$ cat src/verilog/usb_cmd_pool_pkg.sv
// Constants and carrier types for the command, pool and transmit ring register set
package usb_cmd_pool_pkg;
	localparam logic [7:0] OFS_CMD = 8'h00;
	localparam logic [7:0] OFS_CMD_ADDR = 8'h04;
	localparam logic [7:0] OFS_TX_QUEUE = 8'h08;
	localparam logic [7:0] OFS_POOL_BASE = 8'h0c;
	localparam logic [7:0] OFS_POOL_STRIDE = 8'h08;
	localparam logic [7:0] OFS_POOL_ADDR_SUB = 8'h04;
	localparam logic [7:0] OFS_RING_START = 8'h24;
	localparam logic [7:0] OFS_RING_BOTTOM = 8'h28;
	localparam logic [7:0] OFS_RING_READ = 8'h2c;
	localparam logic [7:0] OFS_RING_WRITE = 8'h30;
	localparam int CMD_BUSY_BIT = 31;
	localparam int CMD_CODE_LSB = 24;
	localparam int ALERT_LSB = 28;
	localparam int QUEUE_FIELD_STRIDE = 8;
	localparam logic [1:0] QUEUE_MAX = 2'h2;
	localparam logic [2:0] CODE_RESERVED = 3'h7;
	localparam logic [31:0] REG_RESET = 32'h0;
	localparam logic [31:0] RING_STEP = 32'h4;

	typedef struct packed {
		logic busy;
		logic [2:0] code;
		logic [15:0] lengthOrEntryCount;
	} cmd_t;

	typedef struct packed {
		logic [2:0] poolAlertThreshold;
		logic [15:0] poolRemainingEntries;
		logic [31:0] dirAddr;
	} pool_t;

	typedef struct packed {
		logic valid;
		logic [1:0] slot;
		logic [15:0] length;
		logic [31:0] addr;
	} tx_req_t;

	typedef struct packed {
		logic [31:0] start;
		logic [31:0] bottom;
		logic [31:0] readPtr;
		logic [31:0] writePtr;
		logic full;
	} ring_t;
endpackage

$ cat src/verilog/usb_command_pool_mailbox_regs.sv
// Command register, receive pool bookkeeping and transmit ring pointers on AHB-Lite
//
// The implementer's own choices: the address map and the AHB-Lite interface to the registers.
`timescale 1ns/1ps
module usb_command_pool_mailbox_regs
	import usb_cmd_pool_pkg::*;
(
	// Clock and reset
	input wire logic mclk,
	input wire logic rst,
	// AHB-Lite slave
	input wire logic hsel,
	input wire logic [31:0] haddr,
	input wire logic [1:0] htrans,
	input wire logic hwrite,
	input wire logic [2:0] hsize,
	input wire logic [31:0] hwdata,
	input wire logic hready,
	output logic hreadyout,
	output logic [31:0] hrdata,
	output logic hresp,
	// Transmit engine
	output tx_req_t txReq,
	input wire logic [3:0] txDone,
	// Receive pool consumption
	input wire logic [2:0] poolTake,
	input wire logic [2:0][31:0] poolNextAddr,
	output logic [2:0] poolLowFlag,
	// Transmit ring indications
	input wire logic txIndReq,
	output logic txIndAck,
	output logic txRingFullFlag
);
	cmd_t cmd_q, cmd_d;
	logic [31:0] cmdAddr_q, cmdAddr_d;
	logic [3:0][1:0] depth_q, depth_d;
	pool_t [2:0] pool_q, pool_d;
	logic [2:0] low_q, low_d;
	ring_t ring_q, ring_d;
	tx_req_t txReq_q, txReq_d;
	logic ack_q, ack_d;
	logic wrPend_q, wrPend_d;
	logic [7:0] wrAddr_q, wrAddr_d;
	logic [31:0] rdData_q, rdData_d;
	logic addrPhase;
	logic [31:0] ringNext;
	logic [1:0] slot;
	logic [1:0] pidx;

	assign addrPhase = hsel && htrans[1] && hready;
	assign slot = cmd_q.code[1:0];
	assign pidx = cmd_q.code[1:0];
	// Wrap when the slot just used was the bottom one
	assign ringNext = (ring_q.writePtr >= ring_q.bottom) ? ring_q.start
		: ring_q.writePtr + RING_STEP;

	// Zero wait states: every answer is ready in its first data-phase cycle
	assign hreadyout = 1'b1;
	assign hresp = 1'b0;
	assign hrdata = rdData_q;
	assign txReq = txReq_q;
	assign poolLowFlag = low_q;
	assign txIndAck = ack_q;
	assign txRingFullFlag = ring_q.full;

	always_comb begin
		cmd_d = cmd_q;
		cmdAddr_d = cmdAddr_q;
		depth_d = depth_q;
		pool_d = pool_q;
		ring_d = ring_q;
		txReq_d = txReq_q;
		txReq_d.valid = 1'b0;
		ack_d = 1'b0;
		wrPend_d = addrPhase && hwrite;
		wrAddr_d = addrPhase ? haddr[7:0] : wrAddr_q;
		rdData_d = rdData_q;

		// Drain first so a completion frees a slot for this cycle's enqueue
		for (int e = 0; e < 4; e++) begin
			if (txDone[e] && depth_q[e] != 2'h0) begin
				depth_d[e] = depth_q[e] - 2'h1;
			end
		end
		for (int p = 0; p < 3; p++) begin
			if (poolTake[p] && pool_q[p].poolRemainingEntries != 16'h0) begin
				pool_d[p].poolRemainingEntries = pool_q[p].poolRemainingEntries - 16'h1;
				pool_d[p].dirAddr = poolNextAddr[p];
			end
		end

		// Command engine: a full endpoint queue keeps the command pending
		if (cmd_q.busy) begin
			if (!cmd_q.code[2]) begin
				if (depth_d[slot] < QUEUE_MAX) begin
					depth_d[slot] = depth_d[slot] + 2'h1;
					txReq_d.valid = 1'b1;
					txReq_d.slot = slot;
					txReq_d.length = cmd_q.lengthOrEntryCount;
					txReq_d.addr = cmdAddr_q;
					cmd_d.busy = 1'b0;
				end
			end else if (cmd_q.code != CODE_RESERVED) begin
				pool_d[pidx].poolRemainingEntries = pool_d[pidx].poolRemainingEntries
					+ cmd_q.lengthOrEntryCount;
				if (pool_q[pidx].poolRemainingEntries == 16'h0) begin
					pool_d[pidx].dirAddr = cmdAddr_q;
				end
				cmd_d.busy = 1'b0;
			end else begin
				cmd_d.busy = 1'b0;
			end
		end

		// Register writes land in the data phase
		if (wrPend_q) begin
			unique case (wrAddr_q)
				OFS_CMD: begin
					if (!cmd_q.busy) begin
						cmd_d.busy = 1'b1;
						cmd_d.code = hwdata[CMD_CODE_LSB +: 3];
						cmd_d.lengthOrEntryCount = hwdata[15:0];
					end
				end
				OFS_CMD_ADDR: begin
					cmdAddr_d = hwdata;
				end
				OFS_RING_START: begin
					ring_d.start = hwdata;
					ring_d.readPtr = hwdata;
					ring_d.writePtr = hwdata;
					ring_d.full = 1'b0;
				end
				OFS_RING_BOTTOM: begin
					ring_d.bottom = hwdata;
				end
				OFS_RING_READ: begin
					ring_d.readPtr = hwdata;
					ring_d.full = 1'b0;
				end
				default: begin
					// Only the threshold of a pool info word is writable
					for (int p = 0; p < 3; p++) begin
						if (wrAddr_q == OFS_POOL_BASE + 8'(p) * OFS_POOL_STRIDE) begin
							pool_d[p].poolAlertThreshold = hwdata[ALERT_LSB +: 3];
						end
					end
				end
			endcase
		end

		// Indication after the read-pointer clear so a simultaneous set wins
		if (txIndReq && !ring_q.full) begin
			ring_d.writePtr = ringNext;
			ack_d = 1'b1;
			if (ringNext == ring_d.readPtr) begin
				ring_d.full = 1'b1;
			end
		end

		for (int p = 0; p < 3; p++) begin
			low_d[p] = (pool_d[p].poolAlertThreshold != 3'h0)
				&& (pool_d[p].poolRemainingEntries
				== {11'h0, pool_d[p].poolAlertThreshold, 2'h0});
		end

		// Read data is sampled in the address phase; no read has side effects
		if (addrPhase && !hwrite) begin
			rdData_d = REG_RESET;
			unique case (haddr[7:0])
				OFS_CMD: begin
					rdData_d[CMD_BUSY_BIT] = cmd_q.busy;
					rdData_d[CMD_CODE_LSB +: 3] = cmd_q.code;
					rdData_d[15:0] = cmd_q.lengthOrEntryCount;
				end
				OFS_CMD_ADDR: rdData_d = cmdAddr_q;
				OFS_TX_QUEUE: begin
					for (int e = 0; e < 4; e++) begin
						rdData_d[e * QUEUE_FIELD_STRIDE +: 2] = depth_q[e];
					end
				end
				OFS_RING_START: rdData_d = ring_q.start;
				OFS_RING_BOTTOM: rdData_d = ring_q.bottom;
				OFS_RING_READ: rdData_d = ring_q.readPtr;
				OFS_RING_WRITE: rdData_d = ring_q.writePtr;
				default: begin
					for (int p = 0; p < 3; p++) begin
						if (haddr[7:0] == OFS_POOL_BASE + 8'(p) * OFS_POOL_STRIDE) begin
							rdData_d[ALERT_LSB +: 3] = pool_q[p].poolAlertThreshold;
							rdData_d[15:0] = pool_q[p].poolRemainingEntries;
						end
						if (haddr[7:0] == OFS_POOL_BASE + 8'(p) * OFS_POOL_STRIDE
							+ OFS_POOL_ADDR_SUB) begin
							rdData_d = pool_q[p].dirAddr;
						end
					end
				end
			endcase
		end
	end

	always_ff @(posedge mclk or posedge rst) begin
		if (rst) begin
			cmd_q <= '0;
			cmdAddr_q <= REG_RESET;
			depth_q <= '0;
			pool_q <= '0;
			low_q <= '0;
			ring_q <= '0;
			txReq_q <= '0;
			ack_q <= 1'b0;
			wrPend_q <= 1'b0;
			wrAddr_q <= 8'h0;
			rdData_q <= REG_RESET;
		end else begin
			cmd_q <= cmd_d;
			cmdAddr_q <= cmdAddr_d;
			depth_q <= depth_d;
			pool_q <= pool_d;
			low_q <= low_d;
			ring_q <= ring_d;
			txReq_q <= txReq_d;
			ack_q <= ack_d;
			wrPend_q <= wrPend_d;
			wrAddr_q <= wrAddr_d;
			rdData_q <= rdData_d;
		end
	end

	busy_write_ignored_a: assert property (@(posedge mclk) disable iff (rst)
		wrPend_q && wrAddr_q == OFS_CMD && cmd_q.busy
		|=> cmd_q.code == $past(cmd_q.code)
		&& cmd_q.lengthOrEntryCount == $past(cmd_q.lengthOrEntryCount))
		else $error("command changed while pending");

	pending_set_a: assert property (@(posedge mclk) disable iff (rst)
		wrPend_q && wrAddr_q == OFS_CMD && !cmd_q.busy |=> cmd_q.busy)
		else $error("accepted command did not set pending");

	pending_read_a: assert property (@(posedge mclk) disable iff (rst)
		hsel && htrans[1] && hready && !hwrite && haddr[7:0] == OFS_CMD
		|=> hrdata[CMD_BUSY_BIT] == $past(cmd_q.busy))
		else $error("pending bit misreported");

	pool_add_done_a: assert property (@(posedge mclk) disable iff (rst)
		cmd_q.busy && cmd_q.code[2] |=> !cmd_q.busy)
		else $error("pool add not completed in one cycle");

	tx_issue_a: assert property (@(posedge mclk) disable iff (rst)
		txReq.valid |-> $past(cmd_q.busy) && !$past(cmd_q.code[2])
		&& txReq.slot == $past(cmd_q.code[1:0])
		&& txReq.length == $past(cmd_q.lengthOrEntryCount))
		else $error("transmit request without matching command");

	queue_limit_a: assert property (@(posedge mclk) disable iff (rst)
		depth_q[0] != 2'h3 && depth_q[1] != 2'h3 && depth_q[2] != 2'h3 && depth_q[3] != 2'h3)
		else $error("queue state out of range");

	alert_level_a: assert property (@(posedge mclk) disable iff (rst)
		poolLowFlag[0] |-> pool_q[0].poolAlertThreshold != 3'h0
		&& pool_q[0].poolRemainingEntries == {11'h0, pool_q[0].poolAlertThreshold, 2'h0})
		else $error("pool low flag without threshold match");

	ring_start_load_a: assert property (@(posedge mclk) disable iff (rst)
		wrPend_q && wrAddr_q == OFS_RING_START && !txIndReq
		|=> ring_q.readPtr == $past(hwdata) && ring_q.writePtr == $past(hwdata))
		else $error("ring start did not load pointers");

	full_blocks_a: assert property (@(posedge mclk) disable iff (rst)
		ring_q.full && txIndReq |=> !txIndAck && $stable(ring_q.writePtr))
		else $error("indication accepted while ring full");

	ring_wrap_a: assert property (@(posedge mclk) disable iff (rst)
		txIndReq && !ring_q.full && ring_q.writePtr >= ring_q.bottom
		&& !(wrPend_q && wrAddr_q == OFS_RING_START)
		|=> ring_q.writePtr == $past(ring_q.start))
		else $error("write pointer failed to wrap");

	alert_disabled_a: assert property (@(posedge mclk) disable iff (rst)
		!(poolLowFlag[0] && pool_q[0].poolAlertThreshold == 3'h0)
		&& !(poolLowFlag[1] && pool_q[1].poolAlertThreshold == 3'h0)
		&& !(poolLowFlag[2] && pool_q[2].poolAlertThreshold == 3'h0))
		else $error("pool low flag raised while disabled");

	alert_raise_a: assert property (@(posedge mclk) disable iff (rst)
		pool_q[2].poolAlertThreshold != 3'h0
		&& pool_q[2].poolRemainingEntries == {11'h0, pool_q[2].poolAlertThreshold, 2'h0}
		|-> poolLowFlag[2])
		else $error("pool low flag missing at threshold");

	// Only the engine and the consumers may move a pool's count and address, never a bus write
	count_write_ignored_a: assert property (@(posedge mclk) disable iff (rst)
		wrPend_q && wrAddr_q == OFS_POOL_BASE && !cmd_q.busy && !poolTake[0]
		|=> pool_q[0].poolRemainingEntries == $past(pool_q[0].poolRemainingEntries))
		else $error("pool count changed by a register write");

	pool_addr_ro_a: assert property (@(posedge mclk) disable iff (rst)
		wrPend_q && wrAddr_q == OFS_POOL_BASE + OFS_POOL_ADDR_SUB
		&& !cmd_q.busy && !poolTake[0]
		|=> pool_q[0].dirAddr == $past(pool_q[0].dirAddr))
		else $error("pool address changed by a register write");

	pool_add_count_a: assert property (@(posedge mclk) disable iff (rst)
		cmd_q.busy && cmd_q.code == 3'h4 && !poolTake[0]
		|=> pool_q[0].poolRemainingEntries
		== $past(pool_q[0].poolRemainingEntries) + $past(cmd_q.lengthOrEntryCount))
		else $error("pool add count not applied");

	write_ptr_ro_a: assert property (@(posedge mclk) disable iff (rst)
		wrPend_q && wrAddr_q == OFS_RING_WRITE && !txIndReq |=> $stable(ring_q.writePtr))
		else $error("write pointer changed by a register write");

	tx_addr_a: assert property (@(posedge mclk) disable iff (rst)
		txReq.valid |-> txReq.addr == $past(cmdAddr_q))
		else $error("transmit address not taken from extension register");

	tx_queue_step_a: assert property (@(posedge mclk) disable iff (rst)
		txReq.valid |-> depth_q[txReq.slot] != 2'h0)
		else $error("transmit request without a queued item");

	reserved_code_a: assert property (@(posedge mclk) disable iff (rst)
		cmd_q.busy && cmd_q.code == CODE_RESERVED && poolTake == 3'h0 && !wrPend_q
		|=> !txReq.valid && pool_q == $past(pool_q))
		else $error("reserved command changed pool or transmit state");

	full_set_a: assert property (@(posedge mclk) disable iff (rst)
		txIndReq && !ring_q.full && !wrPend_q && ringNext == ring_q.readPtr
		|=> txRingFullFlag)
		else $error("ring full flag not set");

	queue_status_a: assert property (@(posedge mclk) disable iff (rst)
		hsel && htrans[1] && hready && !hwrite && haddr[7:0] == OFS_TX_QUEUE
		|=> hrdata[3 * QUEUE_FIELD_STRIDE +: 2] == $past(depth_q[3])
		&& hrdata[1:0] == $past(depth_q[0]))
		else $error("queue state misreported");

	cover_tx_cmd_c: cover property (@(posedge mclk) disable iff (rst)
		txReq.valid);
	cover_pool_low_c: cover property (@(posedge mclk) disable iff (rst)
		$rose(poolLowFlag[0]));
	cover_ring_full_c: cover property (@(posedge mclk) disable iff (rst)
		$rose(txRingFullFlag));
	cover_busy_hold_c: cover property (@(posedge mclk) disable iff (rst)
		cmd_q.busy [*3]);
	cover_pool_add_c: cover property (@(posedge mclk) disable iff (rst)
		cmd_q.busy && cmd_q.code[2]);
endmodule

$ cat config.mk
export PLATFORM = sky130hd
export DESIGN_NAME = usb_command_pool_mailbox_regs
export DESIGN_NICKNAME = d
export VERILOG_FILES = /design/src/verilog/usb_cmd_pool_pkg.sv /design/src/verilog/usb_command_pool_mailbox_regs.sv
export SDC_FILE = /design/constraint.sdc
export NUM_CORES = 1
export LEC_CHECK = 0
export ABC_CLOCK_PERIOD_IN_PS = 36600
export BUFFER_PORTS_ARGS = -buffer_cell sky130_fd_sc_hd__buf_2
export CAP_MARGIN = 40
export CORE_AREA = 8 8 156 305
export DETAILED_ROUTE_END_ITERATION = 12
export DIE_AREA = 0 0 164 313
export GPL_TIMING_DRIVEN = 0
export MAX_ROUTING_LAYER = met4
export PLACE_DENSITY = 0.87
export SLEW_MARGIN = 20
export SYNTH_ARGS = -nofsm -noshare
export SYNTH_HDL_FRONTEND = slang
export SYNTH_SLANG_ARGS = --single-unit
$ cat constraint.sdc
create_clock -name mclk -period 36.6 [get_ports mclk]
set_input_delay 10.98 -clock mclk [delete_from_list [all_inputs] [get_ports mclk]]
set_output_delay 10.98 -clock mclk [all_outputs]
set_load 0.005 [all_outputs]
# After elaboration in Yosys (flattened, before gate mapping)
# Index checks and enable logic that the tools add are counted.
# word_totals
word_cells	187
output_inout_bits	90
regBits	438
inputBits	178
# op_classes
muxes	74
reduce_logical	42
addsub	10
magnitude_cmp	4
n_eq_ne	24
bitwise	2
# op_table
op	count
2-to-1 mux 153 bit	4
bitwise mux 153 bit	2
2-to-1 mux 48 bit	6
2-to-1 mux 32 bit	7
binary-select mux 51 bit (select 2 bit)	2
demux 51 bit (select 2 bit)	2
2-to-1 mux 51 bit	3
one-hot mux 6 bit (7 select lines)	2
2-to-1 mux 65 bit	1
equality test 8 x 6 -> 1 bit, second input constant	8
2-to-1 mux 20 bit	3
one-hot mux 2 bit (7 select lines)	4
equality test 16 x 5 -> 1 bit	3
equality test 8 x 5 -> 1 bit, second input constant	6
2-to-1 mux 16 bit	3
nonzero test 16 bit	3
subtractor 16 x 1 -> 16 bit, second input constant	3
2-to-1 mux 3 bit	12
one-hot mux 6 bit (6 select lines)	1
2-to-1 mux 33 bit	1
adder 32 x 3 -> 32 bit, second input constant	1
equality test 32 bit	1
greater-or-equal comparator 32 bit	1
equality test 8 x 4 -> 1 bit, second input constant	3
27 further kinds	74

# Logic depth before layout (Yosys ltp)
# Gate-level depths: netlist (run 1).
# depth
ltp_word	17
mapped_depth	21
mapped_depth_nobuf	20

# Least setup slack after synthesis (run 1)
# OpenSTA, ideal clock, no wires.
# synth_path
path_kind	in2reg
startpoint	input port poolTake[0]
endpoint	register low_q[1] (netlist: poolLowFlag[1])
path_buffers	1
required_time_ns	36.504
slack_ns	21.687
setup_time_ns	0.096
cell_stages	17
arrival_time_ns	14.817
path_cell_list	clkbuf_1 nand2_1 xnor2_1 o21ai_0 o22ai_1 ha_1 fa_1 a21o_1 a21o_1 a21o_1 a21oi_1 xnor2_1 a2111o_1 or4_1 or4_1 a2111o_1 nor4_2
# synth_via
elab_chain_len	13
# synth_lines
element	line	text
start: declaration	usb_command_pool_mailbox_regs.sv:26	input wire logic [2:0] poolTake,
logical AND 1 bit *	usb_command_pool_mailbox_regs.sv:86	if (poolTake[p] && pool_q[p].poolRemainingEntries != 16'h0) begin
2-to-1 mux 48 bit *	usb_command_pool_mailbox_regs.sv:86	
binary-select mux 51 bit (select 2 bit) *	usb_command_pool_mailbox_regs.sv:104	pool_d[pidx].poolRemainingEntries = pool_d[pidx].poolRemainingEntries
2-to-1 mux 48 bit (not written as such) *	usb_command_pool_mailbox_regs.sv:104	
adder 16 bit *	usb_command_pool_mailbox_regs.sv:105	+ cmd_q.lengthOrEntryCount;
bitwise mux 153 bit *	usb_command_pool_mailbox_regs.sv:104	
bitwise mux 153 bit	usb_command_pool_mailbox_regs.sv:107	pool_d[pidx].dirAddr = cmdAddr_q;
2-to-1 mux 153 bit *	usb_command_pool_mailbox_regs.sv:106	if (pool_q[pidx].poolRemainingEntries == 16'h0) begin
2-to-1 mux 153 bit *	usb_command_pool_mailbox_regs.sv:103	end else if (cmd_q.code != CODE_RESERVED) begin
2-to-1 mux 153 bit *	usb_command_pool_mailbox_regs.sv:94	if (!cmd_q.code[2]) begin
2-to-1 mux 153 bit *	usb_command_pool_mailbox_regs.sv:93	if (cmd_q.busy) begin
equality test 16 x 5 -> 1 bit *	usb_command_pool_mailbox_regs.sv:164	== {11'h0, pool_d[p].poolAlertThreshold, 2'h0});
logical AND 1 bit *	usb_command_pool_mailbox_regs.sv:163	&& (pool_d[p].poolRemainingEntries
net low_d[1]	usb_command_pool_mailbox_regs.sv:38	logic [2:0] low_q, low_d;
end signal: assignment	usb_command_pool_mailbox_regs.sv:220	low_q <= low_d;
end: declaration	usb_command_pool_mailbox_regs.sv:38	
# Mark *: on every way through the listed nets, which the timed path passes. The rest lies on a longest branch. The select of a mux whose other input is x is not followed.
# A chain may end at the register's enable or synchronous reset.

# Worst setup path after layout (run 1)
# Same ends and word-level chain as after synthesis.

==> run_results.csv, run 1 <==
group,metric,value,unit
clock_tree,cts_hold_buf,0,
power,max-vdd-ir-drop,0.00004057,V
route,via_per_inst,7.007,
timing,fin_crit_sh,42.40,%
worst_setup_path,required,37.07,ns
worst_setup_path,crit_buf_inv,1,
global_routing,overflow,0,
yosys,yosys_warnings,0,
timing,clock.fmax,0.06445,GHz
worst_setup_path,crit_arrival,15.98,ns
worst_setup_path,ff2ff_path_depth,20,
die,die_y,313,µm
finish,final_cells,3166,
min_path,holdCritPathClass,"reg -> reg",
worst_setup_path,crit_end,"poolLowFlag[1]",
worst_setup_path,reg2reg_to,"poolLowFlag[1]",
global_routing,grt_pass1_wl,143.9,mm
finish,areaGrowthSynthToFinish,15.73,%
place,place_area,25870,µm²
worst_setup_path,worst-path-max-fanout,9,
global_routing,antenna_found_initial,2,
clock_tree,clock_latency,0.58,ns
die,core,43780,µm²
worst_setup_path,regToRegStartpoint,"pool_q[33]",
die,initial_core_util,54.09,%
place,routabilityCongestion,1.101,
yosys,synth_area_leaders,"dfrtp_1 46%, mux2_2 8.7%, mux2i_1 6.4%, ha_1 3.0%, a221oi_1 2.8%",
yosys,yosysTopAreaCell,"dfrtp_1",
power,powerDensity,61.10,nW/µm²
finish,final_cell_mix,"438 x dfrtp_1, 244 x buf_2, 182 x mux2_2",
worst_setup_path,start_kind,"primary input",
timing,post-route-min-period,15.52,ns
status,outcome,"complete, no violations",
clock_tree,htreeDepth,2,
finish,final_common_cell,"dfrtp_1",
clock_tree,clk_pin_slew,0.06,ns
place,dp_cells,3083,
clock_tree,cts_root_buffer,"clkbuf_16",
yosys,ys_ff_latch,438,
run,drv_cap,0,
finish,stdcell_area,27410,µm²
timing,rsz0062_at_grt,"no",
die,die_x,164,µm
clock_tree,cts.sink_count,438,
yosys,synth_top_area_share,46.29,%
timing,fin_skew,0.02282,ns
worst_setup_path,path_class,"in -> reg",
global_routing,grt_max_degree,108,
worst_setup_path,critical_path_depth,17,
timing,tns,0,ns
route,post_drt_wl_per_cell,31.42,µm
finish,layout-drive-gt1-share,21.13,%
worst_setup_path,cp_common_cell,"a21o_1",
worst_setup_path,cp-end-kind,"flop",
route,dr_total_vias,22180,
yosys,synth-async-reset-ratio,100.0,%
global_routing,grtUsageTotal,39.35,%
timing,drv_slew,0,
power,p_leak,12.57,nW
route,drt-pass1-iter-count,8,
yosys,syn_inst,2269,
route,drc,0,
global_routing,grt_pass1_vias,21690,
timing,finalSetupViolCount,0,
clock_tree,numCtsBuffers,41,
route,wl,99.48,mm
yosys,yosysSeqAreaShare,46.29,%
clock_tree,clockBufferDepth,3,
worst_setup_path,cpPeakStageDelay,0.51,ns
yosys,synth.net_count,2505,
yosys,syn_area,23680,µm²
worst_setup_path,critical_path.top_delay_family,"compound AO/OA/AOI/OAI gates",
yosys,avgSynthCellArea,10.44,µm²
place,dp_hpwl,76.11,mm
die,io_pins,268,
worst_setup_path,startpoint,"poolTake[0]",
die,num_rows,109,
yosys,synth_edf_count,0,
finish,nNetsFinal,2815,
place,port_buffers,236,
yosys,synthFlopType,"dfrtp_1",
timing,max_slew.worst_pin.slew,0.9985,ns
die,dieArea,51330,µm²
worst_setup_path,crit_chain,"clkbuf_1 -> nand2_1 -> xnor2_1 -> o21ai_0 -> o22ai_1 -> ha_1 -> fa_1 -> a21o_1 -> a21o_1 -> a21o_1 -> a21oi_1 -> xnor2_1 -> a2111o_1 -> or4_1 -> or4_1 -> a2111o_1 -> nor4_2",
worst_setup_path,slowest_stage,"or4_1",
timing,hold_viol,0,
clock_tree,cts_resized,0,
route,drt_iter0_drc,3404,
timing,slew_headroom,33.43,%
yosys,yosysUniqueCellTypes,85,
clock_tree,postCtsSetupBuffers,0,
clock_tree,cts_tree,"done",
worst_setup_path,reg2reg_setup_slack,30.20,ns
route,ant_nets,0,
[how the worst min path moves through the flow]
stage | start | cells past startpoint | slack, ns | end
after global routing | txReq[12] | 1 | 0.52 | txReq[12]
after detailed placement | hrdata[29] | 1 | 0.48 | hrdata[29]
after floorplan | hrdata[16] | 2 | 0.47 | hrdata[16]
after global placement | txReq[42] | 1 | 0.49 | txReq[42]
final | txReq[39] | 1 | 0.50 | txReq[39]
after CTS | hrdata[29] | 1 | 0.50 | hrdata[29]
[metal layers]
metal  part of all wire [%]  up-vias  global-route usage [%]
met5                      0        -                       -
met4                    9.4        0                   27.77
met3                     13      505                   8.750
met2                     42     1969                   55.51
met1                     36    10700                   49.36
li1                       -     9008                       -
[logic make-up (layout without fill, tap and decap cells)]
family          count (synthesis)  count (layout)  synth area share (%)
xor+xnor                      121             121                 4.475
flops                         438             438                 46.29
other cells                     2               5               0.03171
mux                           334             334                 15.10
fa+ha+maj                      58              58                 3.096
compound gates                558             558                 16.38
simple gates                  544             544                 11.14
buf+inv                       214             553                 3.487
[stage by stage]
stage / setup slack, ns / total power [mW] / hold slack (ns) / util (%)
5_1_grt: 20.90 / 1.725 / 0.5245 / 62.59
2_1_floorplan: 13.42 / 0.9704 / 0.4699 / -
3_5_place_dp: 20.59 / 1.180 / 0.4759 / 59.08
3_3_place_gp: 8.549 / 1.167 / 0.4851 / 58.38
4_1_cts: 21.15 / 1.647 / 0.5011 / 62.38
6_report: 21.08 / 1.675 / 0.5005 / 62.60
[cell usage after synthesis, types with 57 or more instances]
library cell and count:
inv_1 81, o21ai_0 116, nor2_1 167, xnor2_1 66, ha_1 57, a21oi_1 106, mux2i_1 151, dfrtp_1 438
mux2_2 182, nand2_1 160, clkbuf_1 109, a22o_1 66, a221oi_1 75
[flip-flops by register name, summed over array words and instances, names as in the netlist]
name and cells:
pool_q 153, txRingFullFlag 1, hrdata 32, wrAddr_q 8, txIndAck 1, cmd_q 20, ring_q 128, poolLowFlag 3
txReq 51, wrPend_q 1, cmdAddr_q 32, depth_q 8
[layout make-up]
type                    count  area, µm²
diodes                      3      7.507
plain buffers             133      521.8
clock buffers              56       1194
clock inverters            16      247.7
fillers                  3542      16370
inverters                  81      311.5
multi-input cells        1617      11910
flip-flops and latches    438      10960
well taps                 555      694.4
repair buffers            267       1559
[report_power, final]
group	internal (mW)	switching [mW]
combinational	0.202	0.310
clock	0.266	0.204
sequential	0.557	0.134
total	1.03	0.648
(Power assumes the default switching activity.)
==> run 2, diff against run 1 <==
Settings changed: ABC_AREA set to 1, ABC_CLOCK_PERIOD_IN_PS 36600 to 16200, CORE_AREA 8 8 156 305 to 8 8 162 316, DIE_AREA 0 0 164 313 to 0 0 170 324, PLACE_DENSITY 0.87 to 0.86.
Clock period 36.6 ns to 16.2 ns, I/O delays scaled along.
==> run 2 against run 1 <==
  * Sequential cell count stayed put
  * Sequential share of layout area is 2.6 points lower
  * Critical path type unchanged
  * Total power is 120% higher
  * Die area is 7.3% higher
  * Synthesized cell count is 52% higher
  * Routed wire length is 14% higher
  * Via count is 25% higher
  * Clock skew is 0.0013 ns lower
==> run_results.csv, run 2 <==
group,metric,value,unit
route,post_drt_wl_per_cell,25.54,µm
clock_tree,cts_hold_buf,0,
timing,slew_headroom,31.47,%
finish,final_cell_mix,"997 x nand2_1, 438 x dfrtp_1, 418 x o21ai_0",
finish,nNetsFinal,4000,
clock_tree,htreeDepth,2,
worst_setup_path,reg2reg_setup_slack,11.60,ns
clock_tree,clock_latency,0.58,ns
global_routing,grtUsageTotal,41.61,%
yosys,synth_area_leaders,"dfrtp_1 43%, nand2_1 15%, o21ai_0 8.2%, inv_1 6.1%, nor2_1 3.5%",
min_path,hold_depth,2,
yosys,syn_area,25440,µm²
run,drv_cap,0,
finish,largest-register,"pool_q",
finish,layout-drive-gt1-share,11.49,%
worst_setup_path,crit_buf_inv,6,
timing,finalSetupViolCount,0,
route,ant_nets,0,
finish,fill_cells,4259,
global_routing,grt_max_degree,37,
place,dp_hpwl,87.74,mm
min_path,hp-start,"txReq[12]",
worst_setup_path,critical_path.top_delay_family,"buffers and inverters",
clock_tree,postCtsSetupBuffers,0,
timing,tns,0,ns
global_routing,grt_pass1_vias,26360,
worst_setup_path,regToRegStartpoint,"pool_q[32]",
die,num_rows,113,
route,drc,0,
yosys,yosysSeqAreaShare,43.08,%
clock_tree,cts_root_buffer,"clkbuf_16",
yosys,yosysUniqueCellTypes,59,
finish,areaGrowthSynthToFinish,15.31,%
yosys,avgSynthCellArea,7.354,µm²
power,p_leak,15.16,nW
route,wl,113.2,mm
timing,fin_skew,0.02148,ns
die,die_y,324,µm
status,outcome,"complete, no violations",
yosys,synth-async-reset-ratio,100.0,%
worst_setup_path,ff2ff_path_depth,28,
global_routing,antenna_found_initial,5,
timing,drv_slew,0,
worst_setup_path,crit_chain,"buf_2 -> inv_1 -> nand2_1 -> nor3_1 -> inv_1 -> nor2_1 -> clkinv_1 -> clkbuf_1 -> o22ai_1 -> a2111oi_0 -> buf_1 -> a31oi_1",
yosys,syn_inst,3460,
route,drt_iter0_drc,4574,
die,die_x,170,µm
timing,clock.fmax,0.1240,GHz
clock_tree,numCtsBuffers,41,
clock_tree,clockBufferDepth,3,
die,core,47220,µm²
power,powerDensity,125.4,nW/µm²
worst_setup_path,cpPeakStageDelay,0.69,ns
yosys,yosys_warnings,0,
clock_tree,cts.sink_count,438,
yosys,synthFlopType,"dfrtp_1",
place,port_buffers,237,
timing,post-route-min-period,8.066,ns
die,dieArea,55080,µm²
timing,hold_slack,0.4834,ns
yosys,synth.net_count,3696,
worst_setup_path,required,16.70,ns
die,initial_core_util,53.88,%
place,routabilityCongestion,1.086,
yosys,yosysTopAreaCell,"dfrtp_1",
route,drt-pass1-iter-count,9,
finish,multi_input_area,12200,µm²
finish,largest_register_ffs,153,
yosys,synth_edf_count,0,
worst_setup_path,start_kind,"primary input",
worst_setup_path,cp-end-kind,"flop",
worst_setup_path,reg2reg_to,"poolLowFlag[1]",
clock_tree,cts_tree,"done",
timing,fin_crit_sh,49.79,%
timing,rsz0062_at_grt,"no",
clock_tree,clk_pin_slew,0.07,ns
min_path,holdCritPathClass,"reg -> reg",
finish,regArea,10960,µm²
power,max-vdd-ir-drop,0.0001700,V
worst_setup_path,path_class,"in -> reg",
timing,max_slew.worst_pin.slew,1.028,ns
worst_setup_path,cp_common_cell,"inv_1",
global_routing,overflow,0,
yosys,ys_ff_latch,438,
route,dr_total_vias,27780,
worst_setup_path,slowest_stage,"clkinv_1",
worst_setup_path,critical_path_depth,12,
timing,hold_viol,0,
yosys,synth.most_common_cell,"nand2_1",
die,io_pins,268,
worst_setup_path,crit_arrival,8.57,ns
route,via_per_inst,6.266,
clock_tree,cts_resized,0,
yosys,synth_top_area_share,43.08,%
yosys,synth_top_cells_by_count,"997 x nand2_1, 438 x dfrtp_1, 418 x o21ai_0",
finish,final_common_cell,"nand2_1",
min_path,hold_end,"txReq[12]",
global_routing,grt_pass1_wl,164.5,mm
worst_setup_path,worst-path-max-fanout,10,
## run 2: worst max-delay path by stage
stage / from / endpoint / slack (ns)
finish: haddr[6] / hrdata[6] / 8.13
global route: haddr[6] / hrdata[6] / 8.20
CTS: haddr[6] / hrdata[6] / 8.52
detailed placement: haddr[6] / hrdata[6] / 7.93
global placement: rst / ring_q[87] / 2.89
floorplan: rst / cmdAddr_q[0] / 5.42
## run 2: report_power, final
part	switching [mW]	internal (mW)	total [mW]
Clock	0.464	0.644	1.11
Combinational	0.799	0.369	1.17
Sequential	0.174	1.23	1.40
## run 2: cell families after synthesis
family | after synthesis | synth area share, %
AO/OA/AOI/OAI | 781 | 17.63
XOR/XNOR | 69 | 2.375
adder cells (fa/ha/maj) | 58 | 2.882
buffers and inverters | 586 | 8.999
flip-flops | 438 | 43.08
other | 2 | 0.02952
AND/OR/NAND/NOR | 1526 | 25.01
## run 2: worst reg2reg max path: cells and delay by family (launching register included)
family	cells	cell delay, ns
compound gates	5	0.64
xor+xnor	1	0.16
fa+ha+maj	2	0.80
buf+inv	3	0.52
flops	1	0.34
simple gates	17	2.05
## run 2: final cells by class
cell class              count  area share, %
diodes                      5        0.04265
clock buffers              56          4.175
plain buffers             152          2.243
flip-flops and latches    438          37.36
clock inverters            19         0.9681
well taps                 632          2.695
inverters                 434          5.574
multi-input cells        2436          41.57
repair buffers            261          5.373
## run 2: through the flow
step           instances  area [µm²]  util (%)  setup WS [ns]  power (mW)
6_report            4433       29340     62.13          8.134       3.680
3_3_place_gp        4329       27420     58.07          2.886       2.488
3_5_place_dp        4349       27790     58.85          7.927       2.523
4_1_cts             4424       29300     62.04          8.523       3.613
5_1_grt             4431       29330     62.12          8.204       3.815
2_1_floorplan       3460       25450         -          5.423       2.088
## run 2: metal layers
| metal | up-vias | routed length, µm | global-route usage (%) |
|---|---|---|---|
| li1 | 11970 | - | - |
| met1 | 12830 | 40210 | 50.37 |
| met2 | 2358 | 46540 | 58.87 |
| met3 | 614 | 15380 | 10.67 |
| met4 | 0 | 11070 | 31.64 |
| met5 | - | 0 | - |
